<file path="src/verilog/dsf_consts.svh">
// offsets, bit positions, reset values and timing of the status flag bank
`ifndef DSF_CONSTS_SVH
`define DSF_CONSTS_SVH

// ==========================================================================
// register numbers on the control bus
`define DSF_ADDR_POWER      8'h25
`define DSF_ADDR_GAIN       8'h26
`define DSF_ADDR_OVF        8'h27
`define DSF_ADDR_RSVD_A_LO  8'h28
`define DSF_ADDR_RSVD_A_HI  8'h2b
`define DSF_ADDR_INT_STICKY 8'h2c
`define DSF_ADDR_RSVD_B     8'h2d
`define DSF_ADDR_INT_LIVE   8'h2e
`define DSF_ADDR_RSVD_C     8'h2f

// ==========================================================================
// power state register fields
`define DSF_PWR_DAC_L  7
`define DSF_PWR_HP_L   5
`define DSF_PWR_CLD_L  4
`define DSF_PWR_DAC_R  3
`define DSF_PWR_HP_R   1
`define DSF_PWR_CLD_R  0

// gain settled register fields
`define DSF_GAIN_L     4
`define DSF_GAIN_R     0

// overflow register fields
`define DSF_OVF_L      7
`define DSF_OVF_R      6
`define DSF_OVF_SHIFT  5

// interrupt flag fields, shared by sticky and live registers
`define DSF_INT_SHORT_L  7
`define DSF_INT_SHORT_R  6
`define DSF_INT_BUTTON   5
`define DSF_INT_HEADSET  4
`define DSF_INT_DRC_L    3
`define DSF_INT_DRC_R    2

// ==========================================================================
// reset values
`define DSF_RST_BYTE     8'h00
`define DSF_RST_OVF      3'h0
`define DSF_RST_INT      6'h00

// ==========================================================================
// timing of the interrupt pulse
`define DSF_CLK_MHZ      125
`define DSF_PULSE_US     2000
`define DSF_PERIOD_US    4000

`endif

</file>
<file path="src/verilog/dsf_pkg.sv">
// types shared by the status flag bank modules
package dsf_pkg;

  // ========================================================================
  // bus data and address
  typedef logic [7:0] dsf_byte_t;
  typedef logic [7:0] dsf_addr_t;

  // ========================================================================
  // interrupt pulse sequencer states
  typedef enum logic [1:0] {
    DSF_PULSE_IDLE,
    DSF_PULSE_HIGH,
    DSF_PULSE_LOW
  } dsf_pulse_state_t;

endpackage

</file>
<file path="src/verilog/dsf_vec_sync.sv">
// three-stage synchroniser with agreement filter for a vector of levels
`timescale 1ns/100ps

module dsf_vec_sync #(
  parameter int WIDTH = 8
) (
  // clock and reset
  input  wire logic             core_clk,
  input  wire logic             resetn,
  // levels from outside the clock domain
  input  wire logic [WIDTH-1:0] asyncIn,
  // filtered levels
  output logic      [WIDTH-1:0] syncOut
);

  logic [WIDTH-1:0] meta_q;
  logic [WIDTH-1:0] mid_q;
  logic [WIDTH-1:0] late_q;
  logic [WIDTH-1:0] stable_q;
  logic [WIDTH-1:0] agree;

  // ========================================================================
  // elaboration check
  if (WIDTH < 1) begin : gWidthCheck
    $error("dsf_vec_sync: WIDTH must be at least 1");
  end

  // first stage feeds only the second one
  always_ff @(posedge core_clk or negedge resetn) begin
    if (!resetn) begin
      meta_q <= '0;
      mid_q  <= '0;
      late_q <= '0;
    end else begin
      meta_q <= asyncIn;
      mid_q  <= meta_q;
      late_q <= mid_q;
    end
  end

  // a change counts only once stages two and three agree
  assign agree = ~(mid_q ^ late_q);

  always_ff @(posedge core_clk or negedge resetn) begin
    if (!resetn) begin
      stable_q <= '0;
    end else begin
      stable_q <= (stable_q & ~agree) | (mid_q & agree);
    end
  end

  assign syncOut = stable_q;

endmodule

</file>
<file path="src/verilog/dsf_pulse_gen.sv">
// single or repeating interrupt pulse sequencer
`timescale 1ns/100ps

module dsf_pulse_gen #(
  parameter int PULSE_CYC  = 250000,
  parameter int PERIOD_CYC = 500000
) (
  // clock and reset
  input  wire logic core_clk,
  input  wire logic resetn,
  // control
  input  wire logic trigger,
  input  wire logic repeatMode,
  input  wire logic stopReq,
  // pulse output, active high
  output logic      pulseOut
);
  import dsf_pkg::*;

  localparam int CW = $clog2(PERIOD_CYC + 1);

  dsf_pulse_state_t state_q;
  logic [CW-1:0]    cnt_q;

  // ========================================================================
  // elaboration check
  if (PULSE_CYC < 1 || PULSE_CYC >= PERIOD_CYC) begin : gTimeCheck
    $error("dsf_pulse_gen: need 1 <= PULSE_CYC < PERIOD_CYC");
  end

  // a new event restarts the train; a read ends only a repeating train
  always_ff @(posedge core_clk or negedge resetn) begin
    if (!resetn) begin
      state_q <= DSF_PULSE_IDLE;
      cnt_q   <= '0;
    end else if (trigger) begin
      state_q <= DSF_PULSE_HIGH;
      cnt_q   <= '0;
    end else if (stopReq && repeatMode) begin
      state_q <= DSF_PULSE_IDLE;
      cnt_q   <= '0;
    end else begin
      case (state_q)
        DSF_PULSE_IDLE: begin
          cnt_q <= '0;
        end
        DSF_PULSE_HIGH: begin
          cnt_q <= cnt_q + 1'b1;
          if (cnt_q == CW'(PULSE_CYC - 1)) begin
            state_q <= repeatMode ? DSF_PULSE_LOW : DSF_PULSE_IDLE;
          end
        end
        DSF_PULSE_LOW: begin
          cnt_q <= cnt_q + 1'b1;
          if (cnt_q == CW'(PERIOD_CYC - 1)) begin
            state_q <= DSF_PULSE_HIGH;
            cnt_q   <= '0;
          end
        end
        default: begin
          state_q <= DSF_PULSE_IDLE;
          cnt_q   <= '0;
        end
      endcase
    end
  end

  assign pulseOut = (state_q == DSF_PULSE_HIGH);

endmodule

</file>
<file path="src/verilog/dsf_status_bank.sv">
// status, overflow and interrupt flag register bank of the stereo dac
//
// Functional notes
// - bit 7 of power status: left dac powered
// - bit 5 of power status: left headphone driver
// - bit 4 of power status: left class-d driver
// - bit 3 of power status: right dac powered
// - bit 1 of power status: right headphone driver
// - bit 0 of power status: right class-d driver
// - gain bit 4: left applied equals programmed
// - gain bit 0: right applied equals programmed
// - overflow bit 7: left dac overflow sticky
// - overflow bit 6: right dac overflow sticky
// - overflow bit 5: barrel shifter overflow sticky
// - sticky flags hold, clear on read, re-arm
// - sticky bit 7: left short circuit
// - sticky bit 6: right short circuit
// - bit 5 sticky and live: headset button
// - sticky bit 4: headset inserted or removed
// - sticky bit 3: left power above threshold
// - sticky bit 2: right power above threshold
// - live bits 7 and 6: current shorts
// - live bit 4: headset present
// - live bits 3,2: powers above compressor threshold
// - repeat mode pulses 2 ms per 4 ms
`timescale 1ns/100ps
`include "dsf_consts.svh"

module dsf_status_bank #(
  parameter int GAIN_W     = 8,
  parameter int PULSE_CYC  = `DSF_PULSE_US * `DSF_CLK_MHZ,
  parameter int PERIOD_CYC = `DSF_PERIOD_US * `DSF_CLK_MHZ
) (
  // clock and reset
  input  wire logic                core_clk,
  input  wire logic                resetn,
  // register read port from the control bus engine
  input  wire logic                regRdEn,
  input  wire dsf_pkg::dsf_addr_t  regAddr,
  output dsf_pkg::dsf_byte_t       regRdData,
  output logic                     regRdValid,
  // power state of channels and drivers, core domain
  input  wire logic                dacLeftPowered,
  input  wire logic                leftHeadphoneDriverPowered,
  input  wire logic                leftClassdPowered,
  input  wire logic                dacRightPowered,
  input  wire logic                rightHeadphoneDriverPowered,
  input  wire logic                rightClassdPowered,
  // gain stage state, core domain
  input  wire logic [GAIN_W-1:0]   appliedGainLeft,
  input  wire logic [GAIN_W-1:0]   programmedGainLeft,
  input  wire logic [GAIN_W-1:0]   appliedGainRight,
  input  wire logic [GAIN_W-1:0]   programmedGainRight,
  // overflow events, one-cycle pulses, core domain
  input  wire logic                leftDacOverflow,
  input  wire logic                rightDacOverflow,
  input  wire logic                shifterOverflow,
  // analog detector levels, asynchronous
  input  wire logic                leftHeadphoneDriverShort,
  input  wire logic                leftClassdShort,
  input  wire logic                rightHeadphoneDriverShort,
  input  wire logic                rightClassdShort,
  input  wire logic                headsetButton,
  input  wire logic                headsetInserted,
  input  wire logic                dynamicCompressorAboveLeft,
  input  wire logic                dynamicCompressorAboveRight,
  // interrupt pulse control and output
  input  wire logic                intRepeatMode,
  output logic                     interruptOutputOne
);
  import dsf_pkg::*;

  // ========================================================================
  // elaboration check
  if (GAIN_W < 1) begin : gGainCheck
    $error("dsf_status_bank: GAIN_W must be at least 1");
  end

  // ========================================================================
  // helpers

  // the gain stage has settled when applied and programmed codes match
  function automatic logic gainMatch(input logic [GAIN_W-1:0] applied,
                                     input logic [GAIN_W-1:0] programmed);
    gainMatch = (applied == programmed);
  endfunction

  // decode of one register number against the read strobe
  function automatic logic rdHit(input logic en,
                                 input dsf_addr_t addr,
                                 input dsf_addr_t target);
    rdHit = en && (addr == target);
  endfunction

  // ========================================================================
  // detector synchronisation
  logic [7:0] detRaw;
  logic [7:0] detSync;

  assign detRaw = {leftHeadphoneDriverShort, leftClassdShort,
                   rightHeadphoneDriverShort, rightClassdShort,
                   headsetButton, headsetInserted,
                   dynamicCompressorAboveLeft, dynamicCompressorAboveRight};

  dsf_vec_sync #(
    .WIDTH (8)
  ) uDetSync (
    .core_clk (core_clk),
    .resetn   (resetn),
    .asyncIn  (detRaw),
    .syncOut  (detSync)
  );

  // live conditions, either driver of a side counts as that side's short
  logic liveShortL;
  logic liveShortR;
  logic liveButton;
  logic liveHeadset;
  logic liveDrcL;
  logic liveDrcR;

  assign liveShortL  = detSync[7] | detSync[6];
  assign liveShortR  = detSync[5] | detSync[4];
  assign liveButton  = detSync[3];
  assign liveHeadset = detSync[2];
  assign liveDrcL    = detSync[1];
  assign liveDrcR    = detSync[0];

  // previous copy of the live vector for edge detection
  logic [5:0] livePrev_q;
  logic [5:0] liveNow;

  assign liveNow = {liveShortL, liveShortR, liveButton,
                    liveHeadset, liveDrcL, liveDrcR};

  always_ff @(posedge core_clk or negedge resetn) begin
    if (!resetn) begin
      livePrev_q <= `DSF_RST_INT;
    end else begin
      livePrev_q <= liveNow;
    end
  end

  // ========================================================================
  // read strobes; a read of a sticky register is also its clear
  logic rdOvf;
  logic rdIntSticky;

  assign rdOvf       = rdHit(regRdEn, regAddr, `DSF_ADDR_OVF);
  assign rdIntSticky = rdHit(regRdEn, regAddr, `DSF_ADDR_INT_STICKY);

  // ========================================================================
  // overflow sticky flags, order {left, right, shifter}
  logic [2:0] ovfSticky_q;
  logic [2:0] ovfSet;

  assign ovfSet = {leftDacOverflow, rightDacOverflow, shifterOverflow};

  // set wins over the read clear so no overflow is lost
  always_ff @(posedge core_clk or negedge resetn) begin
    if (!resetn) begin
      ovfSticky_q <= `DSF_RST_OVF;
    end else begin
      ovfSticky_q <= (ovfSticky_q & ~{3{rdOvf}}) | ovfSet;
    end
  end

  // ========================================================================
  // interrupt sticky flags, order as liveNow
  logic [5:0] intSticky_q;
  logic [5:0] intSet;

  // rising edges, both edges for the headset, so a lasting condition does not re-arm after a read
  assign intSet[5] = liveShortL & ~livePrev_q[5];
  assign intSet[4] = liveShortR & ~livePrev_q[4];
  assign intSet[3] = liveButton & ~livePrev_q[3];
  assign intSet[2] = liveHeadset ^ livePrev_q[2];
  assign intSet[1] = liveDrcL & ~livePrev_q[1];
  assign intSet[0] = liveDrcR & ~livePrev_q[0];

  always_ff @(posedge core_clk or negedge resetn) begin
    if (!resetn) begin
      intSticky_q <= `DSF_RST_INT;
    end else begin
      intSticky_q <= (intSticky_q & ~{6{rdIntSticky}}) | intSet;
    end
  end

  // ========================================================================
  // read word assembly; reserved and unmapped registers read zero
  dsf_byte_t rdWord;

  always_comb begin
    rdWord = `DSF_RST_BYTE;
    case (regAddr)
      `DSF_ADDR_POWER: begin
        rdWord[`DSF_PWR_DAC_L] = dacLeftPowered;
        rdWord[`DSF_PWR_HP_L]  = leftHeadphoneDriverPowered;
        rdWord[`DSF_PWR_CLD_L] = leftClassdPowered;
        rdWord[`DSF_PWR_DAC_R] = dacRightPowered;
        rdWord[`DSF_PWR_HP_R]  = rightHeadphoneDriverPowered;
        rdWord[`DSF_PWR_CLD_R] = rightClassdPowered;
      end
      `DSF_ADDR_GAIN: begin
        rdWord[`DSF_GAIN_L] = gainMatch(appliedGainLeft,
                                        programmedGainLeft);
        rdWord[`DSF_GAIN_R] = gainMatch(appliedGainRight,
                                        programmedGainRight);
      end
      `DSF_ADDR_OVF: begin
        rdWord[`DSF_OVF_L]     = ovfSticky_q[2];
        rdWord[`DSF_OVF_R]     = ovfSticky_q[1];
        rdWord[`DSF_OVF_SHIFT] = ovfSticky_q[0];
      end
      `DSF_ADDR_INT_STICKY: begin
        rdWord[`DSF_INT_SHORT_L] = intSticky_q[5];
        rdWord[`DSF_INT_SHORT_R] = intSticky_q[4];
        rdWord[`DSF_INT_BUTTON]  = intSticky_q[3];
        rdWord[`DSF_INT_HEADSET] = intSticky_q[2];
        rdWord[`DSF_INT_DRC_L]   = intSticky_q[1];
        rdWord[`DSF_INT_DRC_R]   = intSticky_q[0];
      end
      `DSF_ADDR_INT_LIVE: begin
        // plain views of the conditions, reading them changes nothing
        rdWord[`DSF_INT_SHORT_L] = liveShortL;
        rdWord[`DSF_INT_SHORT_R] = liveShortR;
        rdWord[`DSF_INT_BUTTON]  = liveButton;
        rdWord[`DSF_INT_HEADSET] = liveHeadset;
        rdWord[`DSF_INT_DRC_L]   = liveDrcL;
        rdWord[`DSF_INT_DRC_R]   = liveDrcR;
      end
      default: begin
        rdWord = `DSF_RST_BYTE;
      end
    endcase
  end

  // ========================================================================
  // read data register; captured before the clear of the same edge
  dsf_byte_t regRdData_q;
  logic      regRdValid_q;

  always_ff @(posedge core_clk or negedge resetn) begin
    if (!resetn) begin
      regRdData_q <= `DSF_RST_BYTE;
    end else if (regRdEn) begin
      regRdData_q <= rdWord;
    end
  end

  always_ff @(posedge core_clk or negedge resetn) begin
    if (!resetn) begin
      regRdValid_q <= 1'b0;
    end else begin
      regRdValid_q <= regRdEn;
    end
  end

  assign regRdData  = regRdData_q;
  assign regRdValid = regRdValid_q;

  // ========================================================================
  // interrupt pulse; any new interrupt source starts it
  logic intEvent;

  assign intEvent = |intSet;

  dsf_pulse_gen #(
    .PULSE_CYC  (PULSE_CYC),
    .PERIOD_CYC (PERIOD_CYC)
  ) uPulse (
    .core_clk   (core_clk),
    .resetn     (resetn),
    .trigger    (intEvent),
    .repeatMode (intRepeatMode),
    .stopReq    (rdIntSticky),
    .pulseOut   (interruptOutputOne)
  );
endmodule

</file>
<file path="config.mk">
export PLATFORM = sky130hd
export DESIGN_NAME = dsf_status_bank
export DESIGN_NICKNAME = d
export VERILOG_FILES = /design/src/verilog/dsf_pkg.sv /design/src/verilog/dsf_vec_sync.sv /design/src/verilog/dsf_pulse_gen.sv /design/src/verilog/dsf_status_bank.sv
export VERILOG_INCLUDE_DIRS = /design/src /design/src/verilog
export SDC_FILE = /design/constraint.sdc
export NUM_CORES = 1
export LEC_CHECK = 0
export ABC_CLOCK_PERIOD_IN_PS = 2200
export BUFFER_PORTS_ARGS = -buffer_cell sky130_fd_sc_hd__buf_2
export CORE_MARGIN = 2
export CORE_UTILIZATION = 48
export CTS_CLUSTER_SIZE = 40
export DETAILED_ROUTE_END_ITERATION = 10
export PLACE_DENSITY_LB_ADDON = 0.08
export SLEW_MARGIN = 10
export SYNTH_ARGS = -nofsm -noshare
export SYNTH_HDL_FRONTEND = slang
export SYNTH_SLANG_ARGS = --single-unit
</file>
<file path="constraint.sdc">
create_clock -name core_clk -period 2.2 [get_ports core_clk]
set_clock_uncertainty 0.05 [all_clocks]
set_input_delay 0.33 -clock core_clk [delete_from_list [all_inputs] [get_ports core_clk]]
set_output_delay 0.33 -clock core_clk [all_outputs]
set_load 0.05 [all_outputs]
</file>
==> results of run 1 <==
==> worst reg2reg max path: stages (launching register included) <==
cell	delay, ps
dfrtp_1	350
ha_1	170
nand4_1	150
or4b_1	520
o31a_1	310
o211ai_4	190
buf_12	170
nor2_1	60
==> cells in the final DEF, fill, tap and decap left out, types with 2 or more instances in the layout <==
cell type       n
dfrtp_1        77
buf_2          69
nor2_1         31
nand2_1        21
inv_1          19
xnor2_1        19
xor2_1         15
nand3_1        14
clkbuf_8        9
buf_4           9
maj3_1          8
nand4_1         7
dlygate4sd3_1   7
nor4_1          6
o22ai_1         6
nor3_1          5
o21ai_0         5
a21oi_1         5
ha_1            4
nand4b_1        3
a21o_1          3
inv_6           3
or4b_1          2
o221ai_1        2
nor2b_1         2
nor4b_1         2
mux2_2          2
o31ai_1         2
a221oi_1        2
o32ai_1         2
buf_12          2
==> what timing repair did <==
item	4_1_cts	5_1_grt
hold buffers	1	6
setup endpoints to repair	0	16
buffers inserted	0	1
endpoints found under the hold margin	35	6
==> layer usage <==
| metal | global-route usage | part of all wire |
|---|---|---|
| met1 | 0.2439 | 0.49 |
| met2 | 0.2650 | 0.43 |
| met3 | 0.05238 | 0.065 |
| met4 | 0.08523 | 0.021 |
| met5 | 0 | 0 |
==> worst min-delay path by stage <==
stage / from / to / cells after the start
floorplan: resetn / asynchronous set/reset pin / 0
global placement: resetn / ovfSticky_q[2] / 1
detailed placement: resetn / ovfSticky_q[2] / 1
CTS: leftHeadphoneDriverShort / uDetSync.meta_q[7] / 1
global route: dynamicCompressorAboveLeft / uDetSync.meta_q[1] / 1
finish: dynamicCompressorAboveRight / uDetSync.meta_q[0] / 1
==> cell usage after synthesis (all sizes together) (3+ instances only) <==
master	n	area, um^2
nand4	7	43.79
nand2	21	78.83
a21o	3	22.52
inv	19	71.32
nand3	14	70.07
o22ai	6	37.54
ha	4	50.05
a21oi	5	25.02
xor2	15	131.4
nand4b	3	26.28
nor3	5	25.02
xnor2	19	166.4
dfrtp	77	1927
o21ai	5	25.02
clkbuf	6	22.52
nor4	6	37.54
nor2	31	116.4
maj3	8	80.08
==> metrics by stage <==
step / worst slack (ps) / hold slack [ps] / cells
floorplan: 82.83 / -15.59 / 286
global placement: 124.4 / 270.6 / 435
detailed placement: 54.02 / 276.7 / 435
CTS: 76.44 / 2.813 / 452
global route: 11.34 / 4.174 / 459
finish: 127.1 / 26.14 / 459
==> cell type report <==
class | instances | area [um^2] | share of cell area
Inverter | 19 | 71.32 | 0.01776
Multi-Input combinational cell | 183 | 1216 | 0.3029
Timing Repair Buffer | 87 | 523.0 | 0.1303
Clock inverter | 6 | 53.80 | 0.01340
Tap cell | 77 | 96.34 | 0.02400
Sequential cell | 77 | 1927 | 0.4799
Clock buffer | 10 | 127.6 | 0.03179
==> cell families after synthesis <==
family | count (synthesis)
simple gates | 99
xor+xnor | 34
compound gates | 35
mux | 3
fa+ha+maj | 12
buf+inv | 26
flops | 77
==> power by group <==
group | total (mW) | switching (mW) | internal (mW) | leakage, nW
Clock | 0.984 | 0.553 | 0.431 | 0.0898
Combinational | 0.267 | 0.134 | 0.132 | 0.769
Sequential | 1.50 | 0.0289 | 1.47 | 0.931
==> metrics.md, run 1 <==
| Metric | Value |
|---|---|
| Multiplexer area fraction after synthesis | `0.01002` |
| Placed Area | `3756 um^2` |
| Final worst-path cycle share | `0.9422` |
| Ys async rst share | `1.000` |
| Largest net degree at the start of global routing | `38` |
| Hold Path Class | `primary input to flip-flop` |
| Post-synthesis cell type count | `42` |
| Crit path kind | `flip-flop to flip-flop` |
| Critical Path End | `uPulse.cnt_q[12]` |
| I/O Buffers | `70` |
| Main combinational cell family by area after synthesis | `simple AND/OR/NAND/NOR gates` |
| Worst-Skew Late Latency | `350 ps` |
| Crit path arrival time | `2260 ps` |
| Synth Area in Simple Gates | `0.1537` |
| Delay of the slowest critical-path stage | `520 ps` |
| Pwr dens | `684.4 nW/um^2` |
| R2R Setup Slk | `130 ps` |
| Leak pwr | `1.789 nW` |
| FF-to-FF End | `uPulse.cnt_q[12]` |
| Hold Violations, Final | `0` |
| Mapped cell area | `3248 um^2` |
| Slew headroom | `0.6391` |
| RSZ-0062 raised after global routing | `false` |
| Yosys warnings | `0` |
| Die Footprint | `7441 um^2` |
| TritonCTS clock tree | `done` |
| DR pass1 iterations | `4` |
| Drt wl/cell | `13.35 um` |
| Detailed-route DRC error count | `0` |
| CP max FO | `19` |
| GR Overflow Total | `0` |
| CP max stage cell | `or4b_1` |
| Post-CTS sizing | `0` |
| XOR/XNOR share of the synthesized area | `0.09168` |
| Fillers | `536` |
| Register area share after synthesis | `0.5932` |
| Initial antenna violation count | `0` |
| FF-to-FF path depth | `7` |
| Final Max Slew Viols | `0` |
| Peak VDD IR | `0.5017 mV` |
| Post-synth net total | `351` |
| Root Buffer | `clkbuf_8` |
| Syn_area_per_cell | `11.36 um^2` |
| Bufs and invs on worst path | `1` |
| Crit. path cell count | `7` |
| First-pass GRT wire length | `10340 um` |
| Die width | `86.26 um` |
| Slew at the pin with the worst max-slew slack | `537.2 ps` |
| Final GP Congestion | `0.8385` |
| Num rows | `29` |
| Worst-path cell chain | `ha_1, nand4_1, or4b_1, o31a_1, o211ai_4, buf_12, nor2_1` |
| Initial drt markers | `127` |
| All-Layer GR Usage | `0.1789` |
| Htree depth | `3` |
| Post-Synth Adder-Cell Area | `0.04006` |
| Layout cells sized above 1 | `0.2618` |
| CP Launch Type | `flip-flop` |
| Gate count after technology mapping | `286` |
| Initial core utilization | `0.5029` |
| Top Family by Delay on Critical Path | `simple AND/OR/NAND/NOR gates` |
| Vias in the first global route | `2247` |
| CP endpoint kind | `flip-flop` |
| Synth Register Bits | `77` |
| Fin nets | `442` |
| Fin area | `4015 um^2` |
| Total number of vias | `2396` |
| Setup TNS | `0 ps` |
| Status | `complete, no violations` |
| Final Critical Period | `2073 ps` |
| Worst Setup SP | `uPulse.cnt_q[0]` |
| Final ANT Viol Nets | `0` |
| Fmax | `482.4 MHz` |
| Vias per cell | `5.220` |
| Inserted Clock Buffers | `9` |
| Setup violations, final | `0` |
| FF-to-FF Start | `uPulse.cnt_q[0]` |
| CTS Sinks | `77` |
| Layout area overhead | `23.61%` |
| Core Area | `6459 um^2` |
| Routed WL | `6127 um` |
| Required @ worst endpoint | `2390 ps` |
| Synth Area in Compound Gates | `0.07897` |
| IO Pins | `71` |
| Post-synth EDFFs | `0` |
| Dpl hpwl | `4394 um` |
| Die H | `86.26 um` |
| Max cap viols | `0` |
| CTS clock-pin slew for the worst setup and hold paths | `80 ps` |
| Clock Path Buffers | `2` |
| Total chip power | `2.748 mW` |
| Main synth FF type | `dfrtp_1` |
| Fin util | `0.6217` |
| Antenna diodes | `0` |
Note: power is estimated with default switching activity, not from simulation.
==> run 2: changes to the inputs <==
--- a/config.mk
+++ b/config.mk
@@ -9,11 +9,12 @@
 export ABC_CLOCK_PERIOD_IN_PS = 2200
 export BUFFER_PORTS_ARGS = -buffer_cell sky130_fd_sc_hd__buf_2
 export CORE_MARGIN = 2
-export CORE_UTILIZATION = 48
+export CORE_UTILIZATION = 49
 export CTS_CLUSTER_SIZE = 40
 export DETAILED_ROUTE_END_ITERATION = 10
-export PLACE_DENSITY_LB_ADDON = 0.08
+export PLACE_DENSITY = 0.76
 export SLEW_MARGIN = 10
 export SYNTH_ARGS = -nofsm -noshare
 export SYNTH_HDL_FRONTEND = slang
+export SYNTH_HIERARCHICAL = 1
 export SYNTH_SLANG_ARGS = --single-unit
==> metrics.md, run 2 <==
| Metric | Value |
|---|---|
| Root Buffer | `clkbuf_8` |
| Largest net degree at the start of global routing | `35 (-7.9%)` |
| Layout cells sized above 1 | `0.3369 (+0.07515)` |
| CP max stage cell | `or4_1` |
| Post-synth top area cell | `dfrtp_1` |
| Drt wl/cell | `14.13 um (+5.8%)` |
| Die Footprint | `7387 um^2 (-0.72%)` |
| Num rows | `29 (unchanged)` |
| Status | `complete, no violations` |
| Die H | `85.95 um (-0.36%)` |
| Worst-Skew Late Latency | `350 ps (about the same)` |
| Crit. path cell count | `6 (-1)` |
| Vias in the first global route | `2292 (+2.0%)` |
| Worst-path cell chain | `or4_1, or3_4, o31ai_4, a21o_1, buf_6, nor2_1` |
| CP Launch Type | `flip-flop` |
| Routed WL | `6329 um (+3.3%)` |
| R2R Setup Slk | `70 ps (-60 ps)` |
| Post-synth top area share | `0.5856 (-0.007669)` |
| Clock share of power | `0.389 (+0.031)` |
| Most common cell after layout, fill and taps aside | `dfrtp_1` |
| Vias per cell | `5.335 (+2.2%)` |
| Placed Area | `3797 um^2 (+1.1%)` |
| Syn_area_per_cell | `12.10 um^2 (+6.5%)` |
| TritonCTS clock tree | `done` |
| CP endpoint kind | `flip-flop` |
| Commonest cells post-synth | `77 x dfrtp_1, 29 x nor2_1, 21 x xor2_1` |
| IO Pins | `71 (unchanged)` |
| FF-to-FF End | `uPulse/cnt_q[7]` |
| Commonest non-fill, non-tap cells in the layout | `77 x dfrtp_1, 70 x buf_2, 29 x nor2_1` |
| Core Area | `6422 um^2 (-0.56%)` |
| Post-synth EDFFs | `0 (unchanged)` |
| Ys async rst share | `1.000 (unchanged)` |
| Reg power frac | `0.520 (-0.025)` |
| Hold Violations, Final | `0 (unchanged)` |
| Yosys warnings | `6 (+6)` |
| Post-synthesis cell type count | `55 (+31%)` |
| Pwr dens | `708.2 nW/um^2 (+3.5%)` |
| Gate count after technology mapping | `272 (-4.9%)` |
| All-Layer GR Usage | `0.1802 (+0.001311)` |
| Peak VDD IR | `0.4754 mV (-5.2%)` |
| Required @ worst endpoint | `2390 ps (about the same)` |
| FF-to-FF path depth | `6 (-1)` |
| Fmax | `469.5 MHz (-2.7%)` |
| Leak pwr | `1.878 nW (+5.0%)` |
| Detailed-route DRC error count | `0 (unchanged)` |
| CP max FO | `12 (-7)` |
| FF-to-FF Start | `uPulse/cnt_q[11]` |
| GR Overflow Total | `0 (unchanged)` |
| Int Power | `2.171 mW (+6.8%)` |
| CTS clock-pin slew for the worst setup and hold paths | `80 ps (about the same)` |
| Main synth FF type | `dfrtp_1` |
| Dpl hpwl | `4517 um (+2.8%)` |
| Synth Register Bits | `77 (unchanged)` |
| Max cap viols | `0 (unchanged)` |
| Slew at the pin with the worst max-slew slack | `566.4 ps (+29.25 ps)` |
| Die width | `85.95 um (-0.36%)` |
| Final Critical Period | `2130 ps (+56.91 ps)` |
| Slew headroom | `0.6224 (-0.01675)` |
| I/O Buffers | `70 (unchanged)` |
| Crit path arrival time | `2320 ps (+60 ps)` |
| Total number of vias | `2390 (-0.25%)` |
| Bufs and invs on worst path | `1 (unchanged)` |
| Final Max Slew Viols | `0 (unchanged)` |
| Fin area | `4070 um^2 (+1.4%)` |
| Clock Path Buffers | `2 (unchanged)` |
| Hold Crit Depth | `1 (unchanged)` |
| Fin nets | `431 (-2.5%)` |
| Top Family by Delay on Critical Path | `simple AND/OR/NAND/NOR gates` |
| Inserted Clock Buffers | `9 (unchanged)` |
| Initial core utilization | `0.5124 (+0.009465)` |
| Sw frac | `0.2469 (-0.01361)` |
| Cell with the most instances after synthesis | `dfrtp_1` |
| First-pass GRT wire length | `10320 um (-0.20%)` |
| Final GP Congestion | `0.9162 (+9.3%)` |
| Sw power | `0.7116 mW (-0.57%)` |
| Post-synth net total | `337 (-4.0%)` |
| Setup violations, final | `0 (unchanged)` |
| Max Used Layer | `met4` |
| Final ANT Viol Nets | `0 (unchanged)` |
| Layout area overhead | `23.69% (about the same)` |
| Crit path kind | `flip-flop to flip-flop` |
| Hold Path Class | `primary input to flip-flop` |
| Final worst-path cycle share | `0.9681 (+0.02587)` |
| Hold Path End | `uDetSync/meta_q[5]` |
| CTS Sinks | `77 (unchanged)` |
| Metal1 wirelength | `2946 um (-1.6%)` |
| DR pass1 iterations | `4 (unchanged)` |
| Logic pwr share | `0.091 (-0.006)` |
| Setup TNS | `0 ps (unchanged)` |
| Htree depth | `3 (unchanged)` |
| Worst Setup SP | `uPulse/cnt_q[11]` |
| Wire length on met2 | `2824 um (+8.4%)` |
| Antenna diodes | `0 (unchanged)` |
| Met3 wire len | `455 um (+13%)` |
| Register area share after synthesis | `0.5856 (-0.007669)` |
| Initial antenna violation count | `0 (unchanged)` |
| Delay of the slowest critical-path stage | `530 ps (about the same)` |
| Synth area leaders | `dfrtp_1 59%, xor2_1 5.6%, nor2_1 3.3%, xnor2_1 3.2%, maj3_2 2.7%` |
| Mapped cell area | `3291 um^2 (+1.3%)` |
| Initial drt markers | `123 (-3.1%)` |
| Startpoint of the worst hold path | `rightHeadphoneDriverShort` |
[run 2: cell types whose count changed in the layout (fill, tap and decap cells not counted), sizes merged, moves of 6 or more]
| cell | delta |
|---|---|
| o22ai | -6 |
| dlygate4sd3 | -6 |
| xnor2 | -7 |
| xor2 | +6 |
| nand2 | -12 |
| buf | +6 |
[run 2: worst max-delay path by stage]
stage                        to  slack (ps)
2_1_floorplan  uPulse/cnt_q[10]          40
3_3_place_gp    uPulse/cnt_q[8]          70
3_5_place_dp   uPulse/cnt_q[17]         -10
4_1_cts         uPulse/cnt_q[7]          20
5_1_grt         uPulse/cnt_q[6]         -10
6_report        uPulse/cnt_q[7]          70
[run 2: power by group through the flow]
stage               sequential [mW]  clock, mW  combinational (mW)
detailed placement             1.53          0               0.250
CTS                            1.50       1.15               0.259
global placement               1.53          0               0.245
floorplan                      1.53          0               0.128
finish                         1.50       1.12               0.262
global route                   1.51       1.21               0.293
[run 2: repair_timing]
item / CTS / global route
hold buffers: 1 / 0
resized for setup: 2 / 4
hold endpoints to repair: 24 / 0
endpoints found under the setup margin: 11 / 19
pin swaps: 0 / 2
buffers inserted: 1 / 2
[run 2: per-stage QoR]
stage               instances  utilization  total power [mW]  setup WS [ps]  hold slack [ps]
floorplan                 272            -             1.655          35.14           -15.59
CTS                       446       0.6287             2.907          20.38            17.50
global route              448       0.6337             3.010         -10.25            10.15
global placement          428       0.5913             1.771          65.26            281.4
finish                    448       0.6337             2.883          70.23            31.56
detailed placement        428       0.5913             1.779         -13.52            284.7
[run 2: kinds of logic (layout without fill, tap and decap cells)]
group	Yosys count	in the layout	share of synthesized area
flops	77	77	0.5856
compound gates	40	40	0.08974
buf+inv	18	117	0.03118
simple gates	88	88	0.1506
fa+ha+maj	12	12	0.04259
mux	4	4	0.01255
xor+xnor	33	33	0.08783
[run 2: worst reg2reg max path: cells and delay by family (launching register included)]
| family | cells | cell delay [ps] |
|---|---|---|
| simple gates | 3 | 980 |
| compound gates | 2 | 440 |
| flops | 1 | 400 |
| buf+inv | 1 | 160 |
[run 2: layout make-up]
type                    count  area (um^2)
inverters                  14        52.55
well taps                  77        96.34
fillers                   489         2352
flip-flops and latches     77         1927
repair buffers             87        496.7
multi-input cells         177         1284
clock buffers              10        137.6
clock inverters             6        76.32
[run 2: per-layer routing]
metal  GRT usage  vias up
li1            -     1148
met3     0.04812        8
met2      0.2748       75
met4     0.08225        0
met5           0        -
met1      0.2420     1159
==> run 3: changes to the inputs <==
--- a/config.mk
+++ b/config.mk
@@ -6,10 +6,11 @@
 export SDC_FILE = /design/constraint.sdc
 export NUM_CORES = 1
 export LEC_CHECK = 0
+export ABC_AREA = 1
 export ABC_CLOCK_PERIOD_IN_PS = 2200
 export BUFFER_PORTS_ARGS = -buffer_cell sky130_fd_sc_hd__buf_2
 export CORE_MARGIN = 2
-export CORE_UTILIZATION = 49
+export CORE_UTILIZATION = 50
 export CTS_CLUSTER_SIZE = 40
 export DETAILED_ROUTE_END_ITERATION = 10
 export PLACE_DENSITY = 0.76
==> constraint.sdc (replaced) <==
create_clock -name core_clk -period 2.2 [get_ports core_clk]
set_clock_uncertainty 0.05 [all_clocks]
set_input_delay 0.33 -clock core_clk [delete_from_list [all_inputs] [get_ports core_clk]]
set_output_delay 0.33 -clock core_clk [all_outputs]
set_load 0.01 [all_outputs]
==> metrics.md, run 3 <==
| Metric | Value |
|---|---|
| Register area share after synthesis | `0.5157 (-0.06981)` |
| CP max FO | `19 (+7)` |
| IO Pins | `71 (unchanged)` |
| Largest net degree at the start of global routing | `44 (+26%)` |
| Fin util | `0.6107 (-0.02308)` |
| Root Buffer | `clkbuf_8` |
| Vias per cell | `4.848 (-9.1%)` |
| Layout cells sized above 1 | `0.2524 (-0.08452)` |
| Initial antenna violation count | `0 (unchanged)` |
| Htree depth | `3 (unchanged)` |
| Required @ worst endpoint | `2420 ps (+30 ps)` |
| Final ANT Viol Nets | `0 (unchanged)` |
| Layout area overhead | `18.55%` |
| Cell with the most instances after synthesis | `nand2_1` |
| CP endpoint kind | `flip-flop` |
| Yosys warnings | `6 (unchanged)` |
| Most common cell after layout, fill and taps aside | `nand2_1` |
| Synth Area in Compound Gates | `0.05526 (-0.03448)` |
| Die Footprint | `8179 um^2 (+11%)` |
| Delay of the slowest critical-path stage | `390 ps (-140 ps)` |
| Initial core utilization | `0.5151 (+0.002723)` |
| Routed WL | `7247 um (+15%)` |
| I/O Buffers | `70 (unchanged)` |
| Worst-Skew Late Latency | `350 ps (about the same)` |
| GR Overflow Total | `0 (unchanged)` |
| Final GP Congestion | `0.8886 (-3.0%)` |
| CP max stage cell | `dfrtp_1` |
| Setup TNS | `0 ps (unchanged)` |
| Inserted Clock Buffers | `9 (unchanged)` |
| Bufs and invs on worst path | `2 (+1)` |
| Num rows | `31 (+6.9%)` |
| Synth area leaders | `dfrtp_1 52%, nand2_1 9.3%, nor2_1 5.7%, inv_1 5.4%, nand3_1 4.3%` |
| Worst-path cell chain | `or2_2, nand2_1, nand4_1, inv_1, nand2_1, inv_1, nand3_4, nor2_1` |
| Initial drt markers | `143 (+16%)` |
| Pwr dens | `674.6 nW/um^2 (-4.7%)` |
| Slew headroom | `0.6987 (+0.07627)` |
| Post-synth net total | `499 (+48%)` |
| Multiplexer area fraction after synthesis | `0 (-0.01255)` |
| Placed cell count | `601 (+40%)` |
| Top Family by Delay on Critical Path | `simple AND/OR/NAND/NOR gates` |
| Fmax | `527.9 MHz (+12%)` |
| Cts hold-fix bufs | `1 (unchanged)` |
| Commonest cells post-synth | `93 x nand2_1, 77 x dfrtp_1, 57 x nor2_1` |
| Antenna diodes | `0 (unchanged)` |
| Slew at the pin with the worst max-slew slack | `452.0 ps (-114.4 ps)` |
| First-pass GRT wire length | `12800 um (+24%)` |
| Fin cells | `618 (+38%)` |
| Gate count after technology mapping | `434 (+60%)` |
| Dpl hpwl | `5389 um (+19%)` |
| Clock Path Buffers | `2 (unchanged)` |
| Detailed-route DRC error count | `0 (unchanged)` |
| Post-synth EDFFs | `0 (unchanged)` |
| Drt wl/cell | `11.73 um (-17%)` |
| DR pass1 iterations | `4 (unchanged)` |
| R2R Setup Slk | `310 ps (+240 ps)` |
| Post-Synth Adder-Cell Area | `0.01340 (-0.02919)` |
| Die width | `90.44 um (+5.2%)` |
| Hold Path Class | `primary input to flip-flop` |
| Commonest non-fill, non-tap cells in the layout | `93 x nand2_1, 77 x dfrtp_1, 69 x buf_2` |
| Final worst-path cycle share | `0.8611 (-0.1070)` |
| Main synth FF type | `dfrtp_1` |
| Mapped cell area | `3736 um^2 (+14%)` |
| Synth Register Bits | `77 (unchanged)` |
| All-Layer GR Usage | `0.1910 (+0.01084)` |
| Post-CTS sizing | `0 (-2)` |
| Die H | `90.44 um (+5.2%)` |
| Vias in the first global route | `2949 (+29%)` |
| Hold Violations, Final | `0 (unchanged)` |
| Ys async rst share | `1.000 (unchanged)` |
| Setup violations, final | `0 (unchanged)` |
| CP Launch Type | `flip-flop` |
| CTS Sinks | `77 (unchanged)` |
| Post-synth top area share | `0.5157 (-0.06981)` |
| Peak VDD IR | `0.6050 mV (+27%)` |
| Crit path arrival time | `2120 ps (-200 ps)` |
| Post-synth top area cell | `dfrtp_1` |
| RSZ-0062 raised after global routing | `false` |
| CTS clock-pin slew for the worst setup and hold paths | `90 ps (about the same)` |
| Main combinational cell family by area after synthesis | `simple AND/OR/NAND/NOR gates` |
| Total number of vias | `2996 (+25%)` |
| XOR/XNOR share of the synthesized area | `0.04689 (-0.04095)` |
| Setup Buffers After CTS | `0 (-1)` |
| Status | `complete, no violations` |
| TritonCTS clock tree | `done` |
| Leak pwr | `2.207 nW (+18%)` |
| Final Critical Period | `1894 ps (-235.3 ps)` |
| Synth Area in Simple Gates | `0.3017 (+0.1512)` |
| Fin nets | `579 (+34%)` |
| Crit path kind | `flip-flop to flip-flop` |
| Final hold slack | `31.34 ps (-0.2153 ps)` |
| Max cap viols | `0 (unchanged)` |
| Core Area | `7253 um^2 (+13%)` |
| Final Max Slew Viols | `0 (unchanged)` |
| Syn_area_per_cell | `8.608 um^2 (-29%)` |
| Post-synthesis cell type count | `33 (-40%)` |
-- run 3: cell count changes after synthesis, moves of 8 or more --
cell	delta
nand2_1	+84
inv_1	+41
nor2_1	+28
nand3_1	+24
nor2_2	+15
xor2_1	-12
o21ai_0	+11
maj3_2	-8
nand2_2	+8
-- run 3: kinds of logic after synthesis --
family | count (synthesis)
adders and majority gates | 4
and+or+nand+nor | 234
buffers and inverters | 62
AOI/OAI and AO/OA | 37
DFF | 77
xor gates and xnor gates | 20
-- run 3: worst reg2reg max path: cells and delay by family, from the launching register on --
family | cells | cell delay [ps]
AND/OR/NAND/NOR | 6 | 1100
flip-flops | 1 | 390
buffers and inverters | 2 | 280
-- run 3: stage by stage --
step	power [mW]	instance area, um^2	setup slack [ps]
6_report	2.988	4429	305.5
4_1_cts	3.025	4429	306.5
3_5_place_dp	1.903	4208	296.5
5_1_grt	3.152	4429	164.1
3_3_place_gp	1.888	4208	365.3
2_1_floorplan	1.758	3736	506.1
-- run 3: worst paths after layout --
path                                          from            endpoint  depth (start not counted)
min in group asynchronous                   resetn  uDetSync/meta_q[7]                          2
worst min register to register  uDetSync/meta_q[0]   uDetSync/mid_q[0]                          0
worst max-delay path                     flip-flop    uPulse/cnt_q[11]                          8
worst max register to register           flip-flop    uPulse/cnt_q[11]                          8
max in group asynchronous                   resetn     uPulse/cnt_q[2]                          3
worst min-delay path               leftClassdShort  uDetSync/meta_q[6]                          1
-- run 3: final cells by class --
class	instances	area (um^2)
Fill cell	612	2824
Multi-Input combinational cell	295	1559
Sequential cell	77	1927
Clock buffer	9	123.9
Inverter	58	217.7
Tap cell	99	123.9
Timing Repair Buffer	73	390.4
Clock inverter	7	87.58
-- run 3: per-layer routing --
layer	global-route usage	vias up	wire (um)
li1	-	1525	-
met5	0	-	0
met1	0.2564	1362	3337
met4	0.07436	0	88
met3	0.04090	8	456
met2	0.3058	101	3365
-- run 3: where the power goes --
part | leakage (nW) | switching [mW] | internal [mW]
clock network | 0.109 | 0.559 | 0.554
registers | 0.934 | 0.0408 | 1.48
logic | 1.16 | 0.217 | 0.139
